$ cat src/logic/srrs_consts.vh
// Constants for the safety reset release sequencer
`ifndef SRRS_CONSTS_VH
`define SRRS_CONSTS_VH

// ----------------------------------------
// Timing
// ----------------------------------------
`define SRRS_CLK_PERIOD_NS      10
`define SRRS_RESET_HOLD_US      100
`define SRRS_RESET_HOLD_CYC     ((`SRRS_RESET_HOLD_US * 1000) / `SRRS_CLK_PERIOD_NS)
`define SRRS_QA_TIMEOUT_CYC     4096

// ----------------------------------------
// Reset cause codes
// ----------------------------------------
`define SRRS_CAUSE_W            3
`define SRRS_CAUSE_NONE         3'h0
`define SRRS_CAUSE_RAM          3'h1
`define SRRS_CAUSE_ROM          3'h2
`define SRRS_CAUSE_OTHER        3'h3

// ----------------------------------------
// Reset counter, exchange steps and converter test
// ----------------------------------------
`define SRRS_CNT_W              4
`define SRRS_MAX_RESETS         4'h3
`define SRRS_QA_STEPS           3'h4
`define SRRS_ADC_W              12
`define SRRS_ADC_TOL            12'h020
`define SRRS_ADC_GRAD_MAX       12'h200
`define SRRS_ADC_OFS_TOL        12'h040

`endif

$ cat src/logic/srrs_adc_check.v
// Converter fault test: gradient, offset, stuck register, dual-converter compare
`timescale 1ns/1ns
`include "srrs_consts.vh"
module srrs_adc_check #(
	parameter ADC_W    = `SRRS_ADC_W,
	parameter DUAL_ADC = 1
) (
	// Clock and reset
	input  wire             clk,
	input  wire             rst,
	// Converter samples
	input  wire             smp_vld,
	input  wire [ADC_W-1:0] smp_a,
	input  wire [ADC_W-1:0] smp_b,
	input  wire [ADC_W-1:0] ref_val,
	input  wire             chan_sw,
	// Results
	output reg              grad_err_q,
	output reg              ofs_err_q,
	output reg              stuck_err_q,
	output reg              cmp_err_q
);

function [ADC_W-1:0] absdiff;
	input [ADC_W-1:0] a;
	input [ADC_W-1:0] b;
	begin
		absdiff = (a > b) ? (a - b) : (b - a);
	end
endfunction

reg [ADC_W-1:0] last_q;
reg             seen_q;

always @(posedge clk or posedge rst) begin
	if (rst) begin
		last_q      <= {ADC_W{1'b0}};
		seen_q      <= 1'b0;
		grad_err_q  <= 1'b0;
		ofs_err_q   <= 1'b0;
		stuck_err_q <= 1'b0;
		cmp_err_q   <= 1'b0;
	end else if (smp_vld) begin
		last_q <= smp_a;
		seen_q <= 1'b1;
		// Sticky: a cleared error would mask an intermittent converter
		if (seen_q && !chan_sw && absdiff(smp_a, last_q) > `SRRS_ADC_GRAD_MAX) begin
			grad_err_q <= 1'b1;
		end
		if (absdiff(smp_a, ref_val) > `SRRS_ADC_OFS_TOL && !chan_sw) begin
			ofs_err_q <= 1'b1;
		end
		// Channel switched but result unchanged: mux or register stuck
		if (seen_q && chan_sw && smp_a == last_q) begin
			stuck_err_q <= 1'b1;
		end
		if (DUAL_ADC != 0 && absdiff(smp_a, smp_b) > `SRRS_ADC_TOL) begin
			cmp_err_q <= 1'b1;
		end
	end
end

endmodule

$ cat src/logic/srrs_top.v
// Safety reset release sequencer top level
// Function
// - Safety reset drives supervisor and main processor resets together.
// - Power output stages forced off while reset is active.
// - Reset hold duration is a module parameter.
// - Stored software reset cause is evaluated before start authorization.
// - Memory failure cause requires passing memory recheck before release.
// - Unlocalized memory failure requires whole-memory recheck.
// - Software resets per driving cycle counted against configurable maximum.
// - Exceeding reset limit keeps power stages currentless until restart.
// - Question/answer exchange resynchronises supervisor and processor after reset.
// - Shut-off path tests coupled to exchange, reporting each path.
// - Power stages released only after successful shut-off path test.
// - Monitoring fault reactions stay latched across safety reset.
// - Converter test finds gradient, offset and stuck register faults.
// - Non-analog pedal sensors use spare converter channel for testing in the single converter variant (DUAL_ADC = 0).
// - Dual converter variant samples one signal on both and compares.
// - Second pedal sensor preferred for dual converter comparison.
// - Engine run authorized only after each controller's path test passes.
// - Failed power-latch path test forces new test at next initialization.
`timescale 1ns/1ns
`include "srrs_consts.vh"
module srrs_top #(
	parameter RESET_HOLD_CYC = `SRRS_RESET_HOLD_CYC,
	parameter QA_TIMEOUT_CYC = `SRRS_QA_TIMEOUT_CYC,
	parameter ADC_W          = `SRRS_ADC_W,
	parameter DUAL_ADC       = 1,
	parameter PEDAL_ANALOG   = 1
) (
	// Clock and power-on reset
	input  wire                    REF_CLK,
	input  wire                    RST,
	// Reset requests and driving cycle
	input  wire                    SW_RESET_REQ,
	input  wire [`SRRS_CAUSE_W-1:0] SW_RESET_CAUSE,
	input  wire                    MEM_LOCALIZED,
	input  wire                    NEW_DRIVE_CYCLE,
	input  wire [`SRRS_CNT_W-1:0]  MAX_RESETS,
	input  wire                    MON_FAULT,
	// Memory recheck
	output wire                    MEM_CHECK_REQ,
	output reg                     MEM_CHECK_FULL_Q,
	input  wire                    MEM_CHECK_DONE,
	input  wire                    MEM_CHECK_PASS,
	// Question/answer exchange
	output reg                     QA_QUESTION_Q,
	input  wire                    QA_ANSWER_OK,
	input  wire                    QA_ANSWER_BAD,
	// Shut-off path test
	output reg                     SUP_PATH_TEST_Q,
	output reg                     MAIN_PATH_TEST_Q,
	input  wire                    SUP_PATH_OFF,
	input  wire                    MAIN_PATH_OFF,
	input  wire                    POWER_LATCH_TEST_FAIL,
	output reg                     SUP_PATH_OK_Q,
	output reg                     MAIN_PATH_OK_Q,
	// Converter samples
	input  wire                    ADC_VLD,
	input  wire [ADC_W-1:0]        ADC_A_PEDAL1,
	input  wire [ADC_W-1:0]        ADC_A_PEDAL2,
	input  wire [ADC_W-1:0]        ADC_A_SPARE,
	input  wire [ADC_W-1:0]        ADC_B_PEDAL2,
	input  wire [ADC_W-1:0]        ADC_REF,
	input  wire                    ADC_CHAN_SW,
	output wire [3:0]              ADC_FAULT,
	// Resets and release
	output reg                     SUPERVISOR_UNIT_RST_Q,
	output reg                     MAIN_FUNCTION_PROCESSOR_RST_Q,
	output reg                     STAGES_OFF_Q,
	output reg                     OUTPUT_RELEASE_Q,
	output reg                     ENGINE_RUN_AUTH_Q,
	output reg                     SHUTOFF_LATCH_Q,
	output reg                     MON_FAULT_LATCH_Q,
	output reg  [`SRRS_CNT_W-1:0]  RESET_COUNT_Q,
	output reg  [2:0]              STATE_Q
);

// ----------------------------------------
// States
// ----------------------------------------
localparam ST_HOLD  = 3'h0;
localparam ST_CAUSE = 3'h1;
localparam ST_MEM   = 3'h2;
localparam ST_QA    = 3'h3;
localparam ST_PATH  = 3'h4;
localparam ST_RUN   = 3'h5;
localparam ST_SHUT  = 3'h6;

// ----------------------------------------
// Input synchronisers
// ----------------------------------------
// Reset request and drive cycle pins pass three flops; second and third must agree
reg [2:0] req_s;
reg [2:0] ndc_s;
reg       req_lvl_q;
reg       ndc_lvl_q;
reg       req_prev_q;
reg       ndc_prev_q;

always @(posedge REF_CLK or posedge RST) begin
	if (RST) begin
		req_s      <= 3'h0;
		ndc_s      <= 3'h0;
		req_lvl_q  <= 1'b0;
		ndc_lvl_q  <= 1'b0;
		req_prev_q <= 1'b0;
		ndc_prev_q <= 1'b0;
	end else begin
		req_s <= {req_s[1:0], SW_RESET_REQ};
		ndc_s <= {ndc_s[1:0], NEW_DRIVE_CYCLE};
		if (req_s[1] == req_s[2]) begin
			req_lvl_q <= req_s[2];
		end
		if (ndc_s[1] == ndc_s[2]) begin
			ndc_lvl_q <= ndc_s[2];
		end
		req_prev_q <= req_lvl_q;
		ndc_prev_q <= ndc_lvl_q;
	end
end

wire sw_reset_evt = req_lvl_q & ~req_prev_q;
wire new_cycle    = ndc_lvl_q & ~ndc_prev_q;

// ----------------------------------------
// Converter test
// ----------------------------------------
wire [ADC_W-1:0] adc_test_a = (PEDAL_ANALOG != 0) ? ADC_A_PEDAL1 : ADC_A_SPARE;
wire [ADC_W-1:0] adc_cmp_a  = ADC_A_PEDAL2;
wire             grad_err;
wire             ofs_err;
wire             stuck_err;
wire             cmp_err;

srrs_adc_check #(
	.ADC_W    (ADC_W),
	.DUAL_ADC (DUAL_ADC)
) u_adc (
	.clk         (REF_CLK),
	.rst         (RST),
	.smp_vld     (ADC_VLD),
	.smp_a       ((DUAL_ADC != 0) ? adc_cmp_a : adc_test_a),
	.smp_b       (ADC_B_PEDAL2),
	.ref_val     (ADC_REF),
	.chan_sw     (ADC_CHAN_SW),
	.grad_err_q  (grad_err),
	.ofs_err_q   (ofs_err),
	.stuck_err_q (stuck_err),
	.cmp_err_q   (cmp_err)
);

assign ADC_FAULT = {cmp_err, stuck_err, ofs_err, grad_err};

// ----------------------------------------
// Sequencer
// ----------------------------------------
reg [31:0]              hold_cnt_q;
reg [31:0]              qa_cnt_q;
reg [2:0]               qa_step_q;
reg [`SRRS_CAUSE_W-1:0] cause_q;
reg                     mem_ok_q;
reg                     retest_q;
reg                     mem_req_q;

assign MEM_CHECK_REQ = mem_req_q;

wire limit_hit = (RESET_COUNT_Q > MAX_RESETS);
wire mem_cause = (cause_q == `SRRS_CAUSE_RAM) || (cause_q == `SRRS_CAUSE_ROM);
wire release_ok = SUP_PATH_OK_Q & MAIN_PATH_OK_Q & mem_ok_q & ~SHUTOFF_LATCH_Q
	& ~MON_FAULT_LATCH_Q & ~retest_q;

always @(posedge REF_CLK or posedge RST) begin
	if (RST) begin
		STATE_Q                       <= ST_HOLD;
		hold_cnt_q                    <= 32'h0;
		qa_cnt_q                      <= 32'h0;
		qa_step_q                     <= 3'h0;
		cause_q                       <= `SRRS_CAUSE_NONE;
		mem_ok_q                      <= 1'b0;
		retest_q                      <= 1'b0;
		mem_req_q                     <= 1'b0;
		MEM_CHECK_FULL_Q              <= 1'b0;
		QA_QUESTION_Q                 <= 1'b0;
		SUP_PATH_TEST_Q               <= 1'b0;
		MAIN_PATH_TEST_Q              <= 1'b0;
		SUP_PATH_OK_Q                 <= 1'b0;
		MAIN_PATH_OK_Q                <= 1'b0;
		SUPERVISOR_UNIT_RST_Q         <= 1'b1;
		MAIN_FUNCTION_PROCESSOR_RST_Q <= 1'b1;
		STAGES_OFF_Q                  <= 1'b1;
		OUTPUT_RELEASE_Q              <= 1'b0;
		ENGINE_RUN_AUTH_Q             <= 1'b0;
		SHUTOFF_LATCH_Q               <= 1'b0;
		MON_FAULT_LATCH_Q             <= 1'b0;
		RESET_COUNT_Q                 <= {`SRRS_CNT_W{1'b0}};
	end else begin
		// Power latch failure forces a fresh test at next init
		if (POWER_LATCH_TEST_FAIL) begin
			retest_q <= 1'b1;
		end
		// Latched faults survive the safety reset; only power-on clears them
		if (MON_FAULT) begin
			MON_FAULT_LATCH_Q <= 1'b1;
		end
		// Counter cleared by new driving cycle only; new reset wins on collision
		if (sw_reset_evt) begin
			if (RESET_COUNT_Q != {`SRRS_CNT_W{1'b1}}) begin
				RESET_COUNT_Q <= RESET_COUNT_Q + 1'b1;
			end
		end else if (new_cycle) begin
			RESET_COUNT_Q <= {`SRRS_CNT_W{1'b0}};
		end
		case (STATE_Q)
		ST_HOLD: begin
			SUPERVISOR_UNIT_RST_Q         <= 1'b1;
			MAIN_FUNCTION_PROCESSOR_RST_Q <= 1'b1;
			STAGES_OFF_Q                  <= 1'b1;
			OUTPUT_RELEASE_Q              <= 1'b0;
			ENGINE_RUN_AUTH_Q             <= 1'b0;
			if (hold_cnt_q >= RESET_HOLD_CYC - 1) begin
				hold_cnt_q                    <= 32'h0;
				SUPERVISOR_UNIT_RST_Q         <= 1'b0;
				MAIN_FUNCTION_PROCESSOR_RST_Q <= 1'b0;
				STATE_Q                       <= ST_CAUSE;
			end else begin
				hold_cnt_q <= hold_cnt_q + 32'h1;
			end
		end
		ST_CAUSE: begin
			if (limit_hit) begin
				SHUTOFF_LATCH_Q <= 1'b1;
				STATE_Q         <= ST_SHUT;
			end else if (mem_cause) begin
				mem_ok_q         <= 1'b0;
				mem_req_q        <= 1'b1;
				MEM_CHECK_FULL_Q <= ~MEM_LOCALIZED;
				STATE_Q          <= ST_MEM;
			end else begin
				mem_ok_q  <= 1'b1;
				qa_step_q <= 3'h0;
				qa_cnt_q  <= 32'h0;
				STATE_Q   <= ST_QA;
			end
		end
		ST_MEM: begin
			if (MEM_CHECK_DONE) begin
				mem_req_q <= 1'b0;
				if (MEM_CHECK_PASS) begin
					mem_ok_q  <= 1'b1;
					cause_q   <= `SRRS_CAUSE_NONE;
					qa_step_q <= 3'h0;
					qa_cnt_q  <= 32'h0;
					STATE_Q   <= ST_QA;
				end else begin
					// Re-entry asserts both resets now so the hold runs its full length
					SUPERVISOR_UNIT_RST_Q         <= 1'b1;
					MAIN_FUNCTION_PROCESSOR_RST_Q <= 1'b1;
					STATE_Q                       <= ST_HOLD;
				end
			end
		end
		ST_QA: begin
			QA_QUESTION_Q <= 1'b1;
			qa_cnt_q      <= qa_cnt_q + 32'h1;
			if (QA_ANSWER_BAD || qa_cnt_q >= QA_TIMEOUT_CYC - 1) begin
				QA_QUESTION_Q                 <= 1'b0;
				SUPERVISOR_UNIT_RST_Q         <= 1'b1;
				MAIN_FUNCTION_PROCESSOR_RST_Q <= 1'b1;
				STATE_Q                       <= ST_HOLD;
			end else if (QA_ANSWER_OK) begin
				qa_cnt_q  <= 32'h0;
				qa_step_q <= qa_step_q + 3'h1;
				// Path tests ride on the exchange: one per processor
				if (qa_step_q == 3'h1) begin
					SUP_PATH_TEST_Q <= 1'b1;
				end
				if (qa_step_q == 3'h2) begin
					SUP_PATH_TEST_Q  <= 1'b0;
					SUP_PATH_OK_Q    <= SUP_PATH_OFF;
					MAIN_PATH_TEST_Q <= 1'b1;
				end
				if (qa_step_q == `SRRS_QA_STEPS - 3'h1) begin
					MAIN_PATH_TEST_Q <= 1'b0;
					MAIN_PATH_OK_Q   <= MAIN_PATH_OFF;
					// Only a full passing test clears a pending retest; a held fail request wins
					if (SUP_PATH_OK_Q && MAIN_PATH_OFF && !POWER_LATCH_TEST_FAIL) begin
						retest_q <= 1'b0;
					end
					QA_QUESTION_Q    <= 1'b0;
					STATE_Q          <= ST_PATH;
				end
			end
		end
		ST_PATH: begin
			if (release_ok) begin
				retest_q          <= 1'b0;
				STAGES_OFF_Q      <= 1'b0;
				OUTPUT_RELEASE_Q  <= 1'b1;
				ENGINE_RUN_AUTH_Q <= 1'b1;
				STATE_Q           <= ST_RUN;
			end else if (MON_FAULT_LATCH_Q) begin
				STATE_Q <= ST_SHUT;
			end else begin
				SUPERVISOR_UNIT_RST_Q         <= 1'b1;
				MAIN_FUNCTION_PROCESSOR_RST_Q <= 1'b1;
				STATE_Q                       <= ST_HOLD;
			end
		end
		ST_RUN: begin
			if (sw_reset_evt) begin
				cause_q           <= SW_RESET_CAUSE;
				SUP_PATH_OK_Q     <= 1'b0;
				MAIN_PATH_OK_Q    <= 1'b0;
				STAGES_OFF_Q      <= 1'b1;
				OUTPUT_RELEASE_Q  <= 1'b0;
				ENGINE_RUN_AUTH_Q <= 1'b0;
				hold_cnt_q        <= 32'h0;
				// Both processors enter reset together with the stages switching off
				SUPERVISOR_UNIT_RST_Q         <= 1'b1;
				MAIN_FUNCTION_PROCESSOR_RST_Q <= 1'b1;
				STATE_Q           <= ST_HOLD;
			end else if (MON_FAULT) begin
				STAGES_OFF_Q      <= 1'b1;
				OUTPUT_RELEASE_Q  <= 1'b0;
				ENGINE_RUN_AUTH_Q <= 1'b0;
				STATE_Q           <= ST_SHUT;
			end
		end
		ST_SHUT: begin
			// Only a power-on reset leaves this state
			STAGES_OFF_Q      <= 1'b1;
			OUTPUT_RELEASE_Q  <= 1'b0;
			ENGINE_RUN_AUTH_Q <= 1'b0;
		end
		default: begin
			STATE_Q <= ST_HOLD;
		end
		endcase
	end
end

endmodule

$ cat config.mk
export PLATFORM = sky130hd
export DESIGN_NAME = srrs_top
export DESIGN_NICKNAME = d
export VERILOG_FILES = /design/src/logic/srrs_adc_check.v /design/src/logic/srrs_top.v
export VERILOG_INCLUDE_DIRS = /design/src /design/src/logic
export SDC_FILE = /design/constraint.sdc
export NUM_CORES = 1
export LEC_CHECK = 0
export BUFFER_PORTS_ARGS = -buffer_cell sky130_fd_sc_hd__buf_4
export CAP_MARGIN = 20
export CORE_MARGIN = 3
export CORE_UTILIZATION = 30
export CTS_BUF_LIST = sky130_fd_sc_hd__clkbuf_4 sky130_fd_sc_hd__clkbuf_8
export DETAILED_ROUTE_END_ITERATION = 16
export GPL_TIMING_DRIVEN = 1
export PLACE_DENSITY_LB_ADDON = 0.1
export SETUP_SLACK_MARGIN = 0.02
export SLEW_MARGIN = 20
export SYNTH_ARGS = -nofsm -noshare
export SYNTH_HDL_FRONTEND = slang
export SYNTH_SLANG_ARGS = --single-unit
$ cat constraint.sdc
create_clock -name REF_CLK -period 9.81 [get_ports REF_CLK]
set_input_delay 1.962 -clock REF_CLK [delete_from_list [all_inputs] [get_ports REF_CLK]]
set_output_delay 1.962 -clock REF_CLK [all_outputs]
set_load 0.005 [all_outputs]
==> impl_metrics.csv, run 1 <==
group,metric,value,unit
routing,drt_iter0_markers,593,
cts,clk_pin_slew_worst_paths,70,ps
sta,setup_viol,0,
setup_path,worstPathArrival,5310,ps
floorplan,start_util,0.308,
logic_synthesis,netlist_instances,1097,
place,portBuffers,82,
cts,ctsResizeCount,0,
sta,max-slew-margin-rel,0.421,
floorplan,die_w,182,um
sta,worst_pin_slew,869,ps
cells_and_area,fill_cells,3147,
cells_and_area,diodes,0,
sta,rsz0062_at_grt,"false",
cts,cts-buffers-inserted,17,
logic_synthesis,synth-seq-cells,118,
setup_path,worstPathRequired,10100,ps
logic_synthesis,synth_top_cells_by_count,"dfrtp_1 (116), nor2_1 (101), inv_1 (86), ha_1 (81), o21ai_0 (81)",
cts,ctsHoldBuffers,0,
sta,setup_tns,0,ps
logic_synthesis,yosysMostFrequentCell,"dfrtp_1",
routing,post-route-drc-count,0,
job,cap_violations,0,
logic_synthesis,synth_top_area_share,0.314,
logic_synthesis,synth-edff-count,0,
grt,overflow,0,
setup_path,cp-start-kind,"primary input",
min_path,min_from,"req_s[0]$_DFF_PP0_",
routing,finalWirelength,25700,um
cts,h-tree-depth,4,
setup_path,cp_slowest_cell,"fa_1",
sta,fin_crit,5020,ps
logic_synthesis,ys_warn_count,0,
routing,drtAntennaViolNets,0,
grt,first_global_vias,7902,
power_and_ir_drop,power,1.35,mW
grt,antenna_found_initial,1,
sta,fin_ws,4790,ps
setup_path,slowest_delay,490,ps
setup_path,path_class,"primary input to flop",
cts,cts_setup_buffers,0,
logic_synthesis,synth_top_cells_by_area,"dfrtp_1 (31%), ha_1 (11%), o21ai_0 (4.4%)",
cells_and_area,fin_nets,1329,
sta,fmax,0.199,GHz
place,dp.final_hpwl,19100,um
floorplan,num_rows,63,
sta,clock_skew,30.8,ps
setup_path,cp-end-kind,"flop",
floorplan,coreArea,30000,um^2
logic_synthesis,syn_area_per_cell,8.44,um^2
floorplan,die_height,182,um
setup_path,reg2reg_from,"u_adc.last_q[5]$_DFFE_PP0P_",
setup_path,path_cells,"buf_4, inv_1, fa_1, and2b_1, o211ai_1, a31oi_1, o21ai_1, a2111oi_0, o211ai_1, a221oi_1, a41oi_1",
logic_synthesis,synth_top_area_cell,"dfrtp_1",
floorplan,pin_count,107,
power_and_ir_drop,p_per_area,127,nW/um^2
run_status,status,"complete, no violations",
cts,cts_tree,"built",
place,post-place-ws,4370,ps
setup_path,crit_top_cell,"o211ai_1",
logic_synthesis,ys_async_sr_fraction,1.00,
setup_path,path_max_fanout,8,
logic_synthesis,synth_area,9260,um^2
min_path,worstHoldPathType,"flop to flop",
grt,grt_max_degree,67,
sta,fin_crit_sh,0.512,
cells_and_area,drive_gt1_frac,0.124,
routing,vias,8159,
sta,hold_viol_final,0,
cts,clkLatencyLatePin,450,ps
logic_synthesis,synth_cell_types,81,
cts,cts_num_sinks,118,
routing,wire_per_inst,16.5,um
logic_synthesis,synth_seq_area_share,0.319,
sta,slew_violations,0,
routing,dr.pass1.iters,5,
setup_path,crit_path_start,"ADC_A_PEDAL2[1]",
logic_synthesis,synth_nets,1266,
cts,clock-root-buffer,"clkbuf_8",
sta,fin_hold_ws,361,ps
grt,grt_pass1_wl,42300,um
power_and_ir_drop,peakVddDrop,0.0000761,V
grt,track_usage,0.156,
routing,routed_via_density,5.22,
floorplan,dieArea,33000,um^2
cts,cts_buffer_depth,2,
power_and_ir_drop,leakagePower,4.91,nW
cells_and_area,syn_to_final_growth,14.3,%
logic_synthesis,synthFlopType,"dfrtp_1",
place,place_congestion,0.862,
-- metrics by stage --
step	util	instances	instance area, um^2
final	0.352	1562	10600
after global routing	0.352	1562	10600
after CTS	0.352	1562	10600
after detailed placement	0.339	1531	10200
after global placement	0.339	1531	10200
after floorplan	-	1097	9260
-- power by group --
group          total (mW)  leakage, nW  switching, mW  internal [mW]
registers           0.514         1.52         0.0144          0.499
clock network       0.487        0.207          0.234          0.253
logic               0.346         3.18          0.199          0.146
total                1.35         4.91          0.448          0.899
-- layout by cell type (no fill, tap or decap), types with 5 or more instances in the layout --
cell type  synthesis  layout
and3_1            20      20
a211oi_1           5       5
xnor2_1           18      18
or3_1             30      30
nand2b_1          15      15
ha_1              81      81
a22o_1             9       9
nor4_1            11      11
dfrtp_1          116     116
and4_1             5       5
mux2i_1            9       9
nand2_1           79      79
o21ai_0           81      81
nor3_1            20      20
nand3_1           24      24
and2_1            11      11
a31oi_1           22      22
a21o_1            18      18
o211ai_1           6       6
clkbuf_8           0      17
or4_1              8       8
buf_4              9      85
fa_1               6       6
o21a_1            10      10
a21oi_1           71      71
o31ai_1            8       8
a41oi_1            7       7
inv_1             86      85
xor2_1            26      26
o21bai_1           5       5
nor2_1           101     100
nor3b_1            6       6
or2_2              6       6
mux2_2             6       6
nor2b_1           22      22
nand4_1           29      29
-- critical path, delay by kind of cell --
family	cells	cell delay, ps
fa+ha+maj	1	490
simple gates	1	290
compound gates	7	2130
buf+inv	2	430
-- flip-flops by register name, summed over array words and instances (netlist names), 3 cells and up --
| signal | flops |
|---|---|
| RESET_COUNT_Q | 4 |
| STATE_Q | 3 |
| cause_q | 3 |
| hold_cnt_q | 32 |
| ndc_s | 3 |
| qa_cnt_q | 32 |
| qa_step_q | 3 |
| req_s | 3 |
| u_adc.last_q | 12 |
-- final cells by class --
class / count / area [um^2] / share of cell area
Multi-Input combinational cell: 852 / 5770 / 0.545
Sequential cell: 118 / 2960 / 0.279
Inverter: 86 / 325 / 0.0307
Tap cell: 390 / 488 / 0.0461
Timing Repair Buffer: 85 / 638 / 0.0603
Clock buffer: 17 / 234 / 0.0221
Clock inverter: 14 / 174 / 0.0164
-- final timing paths --
| kind | to | slack, ps | depth (start not counted) |
|---|---|---|---|
| min in group asynchronous | qa_cnt_q[22]$_DFFE_PP0P_ | 1700 | 2 |
| min reg2reg | req_s[1]$_DFF_PP0_ | 360 | 0 |
| max in group asynchronous | hold_cnt_q[0]$_DFFE_PP0P_ | 6830 | 3 |
| min | req_s[1]$_DFF_PP0_ | 360 | 0 |
| max reg2reg | u_adc.grad_err_q$_DFFE_PP0P_ | 6440 | 9 |
| max | u_adc.cmp_err_q$_DFFE_PP0P_ | 4790 | 11 |
-- cells by family (layout without fill, tap and decap cells) --
group | after synthesis | after routing | share of synthesized area
flops | 118 | 118 | 0.319
compound gates | 302 | 302 | 0.215
mux | 15 | 15 | 0.0170
fa+ha+maj | 89 | 89 | 0.125
buf+inv | 127 | 202 | 0.0577
simple gates | 402 | 402 | 0.225
xor+xnor | 44 | 44 | 0.0416
-- routing by layer --
| layer | global-route usage | vias to the layer above | wire (um) |
|---|---|---|---|
| met5 | 0 | - | 11 |
| met2 | 0.235 | 151 | 11000 |
| met3 | 0.0282 | 17 | 963 |
| li1 | - | 4092 | - |
| met4 | 0.0308 | 2 | 267 |
| met1 | 0.233 | 3897 | 13500 |
No activity file was read; power rests on OpenSTA's default activity.
==> run 2: changes to the inputs <==
- ABC_AREA: default -> 1
- clock period: 9.81 -> 4.47 ns (I/O delays scaled with it)
==> run 2 against run 1 <==
  * Area after synthesis up 14%
  * Worst hold slack worse by 6.0 ps
  * Via count up 19%
  * Global-route usage up 0.84 points
  * Clock-buffer cell count unchanged
  * Routed wire length up 15%
  * Synthesized cell count up 45%
  * Die area up 13%
  * Clock power up 140%
  * Sequential power up 120%
  * Critical path type unchanged
==> impl_metrics.csv, run 2 <==
group,metric,value,unit
place,place_area,11500,um^2
cts,cts_setup_buffers,0,
cells_and_area,final_cell_mix,"nand2_1 (483), inv_1 (283), nor2_1 (152)",
grt,overflow,0,
cts,cts_num_sinks,118,
setup_path,worst-r2r-setup-slack,1750,ps
logic_synthesis,synth_seq_area_share,0.281,
routing,drtAntennaViolNets,0,
cells_and_area,fin_util,0.351,
min_path,hold_depth,0,
logic_synthesis,ys_warn_count,0,
place,post-place-ws,1040,ps
sta,worst_pin_slew,721,ps
sta,fin_ws,1580,ps
cts,cts-buffers-inserted,17,
floorplan,die_height,193,um
cts,h-tree-depth,4,
place,dp.cells,2097,
grt,first_global_vias,9538,
sta,setup_viol,0,
run_status,status,"complete, no violations",
grt,grt_pass1_wl,48800,um
logic_synthesis,synth_cell_types,55,
setup_path,cp-start-kind,"primary input",
cells_and_area,fin_nets,1837,
job,cap_violations,0,
cts,cts_tree,"built",
power_and_ir_drop,leakagePower,6.68,nW
setup_path,worstPathRequired,4820,ps
logic_synthesis,synth_top_cells_by_area,"dfrtp_1 (28%), nand2_1 (17%), inv_1 (10%)",
logic_synthesis,synth-edff-count,0,
setup_path,reg2reg_from,"RESET_COUNT_Q[3]$_DFFE_PP0P_",
cts,ctsResizeCount,0,
routing,drt_iter0_markers,572,
floorplan,num_rows,67,
logic_synthesis,synth_top_cells_by_count,"nand2_1 (483), inv_1 (284), nor2_1 (152), dfrtp_1 (116), nand3_1 (98)",
cells_and_area,stdcell_count,2129,
sta,fmax,0.346,GHz
cts,clk_pin_slew_worst_paths,90,ps
setup_path,reg2reg_to,"qa_step_q[0]$_DFFE_PP0P_",
grt,track_usage,0.164,
setup_path,r2r_cells,13,
setup_path,cp-end-kind,"flop",
min_path,min_from,"ndc_s[0]$_DFF_PP0_",
logic_synthesis,synth_area,10500,um^2
sta,fin_crit_sh,0.647,
min_path,worstHoldPathType,"flop to flop",
cts,clkLatencyLatePin,470,ps
cells_and_area,syn_to_final_growth,13.6,%
place,place_congestion,0.903,
logic_synthesis,synth_top_area_share,0.276,
floorplan,die_w,193,um
sta,max-slew-margin-rel,0.520,
setup_path,path_class,"primary input to flop",
cells_and_area,layout_commonest_cell,"nand2_1",
sta,hold_viol_final,0,
floorplan,pin_count,107,
cells_and_area,reg.largest.list,"hold_cnt_q (32), qa_cnt_q (32), u_adc.last_q (12)",
power_and_ir_drop,peakVddDrop,0.000195,V
sta,clock_skew,23.8,ps
logic_synthesis,synth_nets,1764,
logic_synthesis,synthFlopType,"dfrtp_1",
setup_path,path_max_fanout,12,
sta,fin_hold_ws,355,ps
logic_synthesis,netlist_instances,1595,
min_path,worstHoldEndpoint,"ndc_s[1]$_DFF_PP0_",
setup_path,worstPathArrival,3240,ps
logic_synthesis,synth_top_area_cell,"dfrtp_1",
sta,setup_tns,0,ps
logic_synthesis,ys_async_sr_fraction,1.00,
cts,clock-root-buffer,"clkbuf_8",
power_and_ir_drop,power,3.19,mW
grt,antenna_found_initial,1,
cells_and_area,diodes,0,
place,dp.final_hpwl,24000,um
logic_synthesis,syn_area_per_cell,6.59,um^2
grt,grt_max_degree,58,
cts,cts_buffer_depth,2,
floorplan,start_util,0.309,
power_and_ir_drop,p_per_area,267,nW/um^2
logic_synthesis,synth-seq-cells,118,
sta,slew_violations,0,
routing,vias,9750,
cells_and_area,final_area,11900,um^2
sta,rsz0062_at_grt,"false",
floorplan,coreArea,34000,um^2
routing,finalWirelength,29700,um
routing,dr.pass1.iters,5,
routing,routed_via_density,4.58,
routing,post-route-drc-count,0,
place,portBuffers,82,
cells_and_area,drive_gt1_frac,0.103,
floorplan,dieArea,37300,um^2
cts,ctsHoldBuffers,0,
routing,wire_per_inst,13.9,um
sta,fin_crit,2890,ps
logic_synthesis,yosysMostFrequentCell,"nand2_1",
-- run 2: cell families after synthesis --
kind of cell / share of synthesized area
AO/OA/AOI/OAI: 0.0812
XOR/XNOR: 0.0442
adder cells (fa/ha/maj): 0.110
buffers and inverters: 0.128
flip-flops: 0.281
multiplexers: 0.000953
AND/OR/NAND/NOR: 0.354
-- run 2: layer usage --
layer,vias up,part of all wire,global-route usage,routed length (um)
met5,-,0,0,0
met4,0,0.011,0.0362,318
met3,23,0.037,0.0259,1090
met2,142,0.46,0.272,13600
met1,4450,0.49,0.226,14700
li1,5135,-,-,-
-- run 2: cell type report --
class | instances | area (um^2)
clock buffers | 17 | 234
clock inverters | 15 | 204
flip-flops and latches | 118 | 2960
inverters | 301 | 1140
well taps | 448 | 561
repair buffers | 85 | 638
multi-input cells | 1145 | 6210
fillers | 3816 | 22100
-- run 2: power breakdown --
group          leakage [nW]  switching [mW]  internal [mW]
clock network         0.220           0.570          0.578
registers              1.37          0.0369           1.10
logic                  5.09           0.576          0.331
total                  6.68            1.18           2.01
-- run 2: critical path: stages --
cell and delay [ps]:
buf_4 140, inv_1 130, ha_1 260, fa_1 420, inv_1 120, nand3_1 80
nand3_1 210, nand2_4 90, nand3_4 120, nand2_4 140, nand2_1 90, nand2_1 50
nor2_1 100, nand2_1 70, nor2_1 150, nand2_1 70, nand3_1 60, nand2_1 40
-- run 2: how the worst max path moves through the flow --
stage	start	endpoint	slack, ps	cells after the start
finish	ADC_A_PEDAL2[0]	u_adc.grad_err_q$_DFFE_PP0P_	1580	18
global route	ADC_A_PEDAL2[1]	u_adc.grad_err_q$_DFFE_PP0P_	1340	17
CTS	ADC_A_PEDAL2[0]	u_adc.grad_err_q$_DFFE_PP0P_	1540	18
detailed placement	ADC_A_PEDAL2[0]	u_adc.grad_err_q$_DFFE_PP0P_	1040	18
global placement	ADC_A_PEDAL2[1]	u_adc.grad_err_q$_DFFE_PP0P_	1040	17
floorplan	RST	ENGINE_RUN_AUTH_Q$_DFFE_PP0P_	450	1
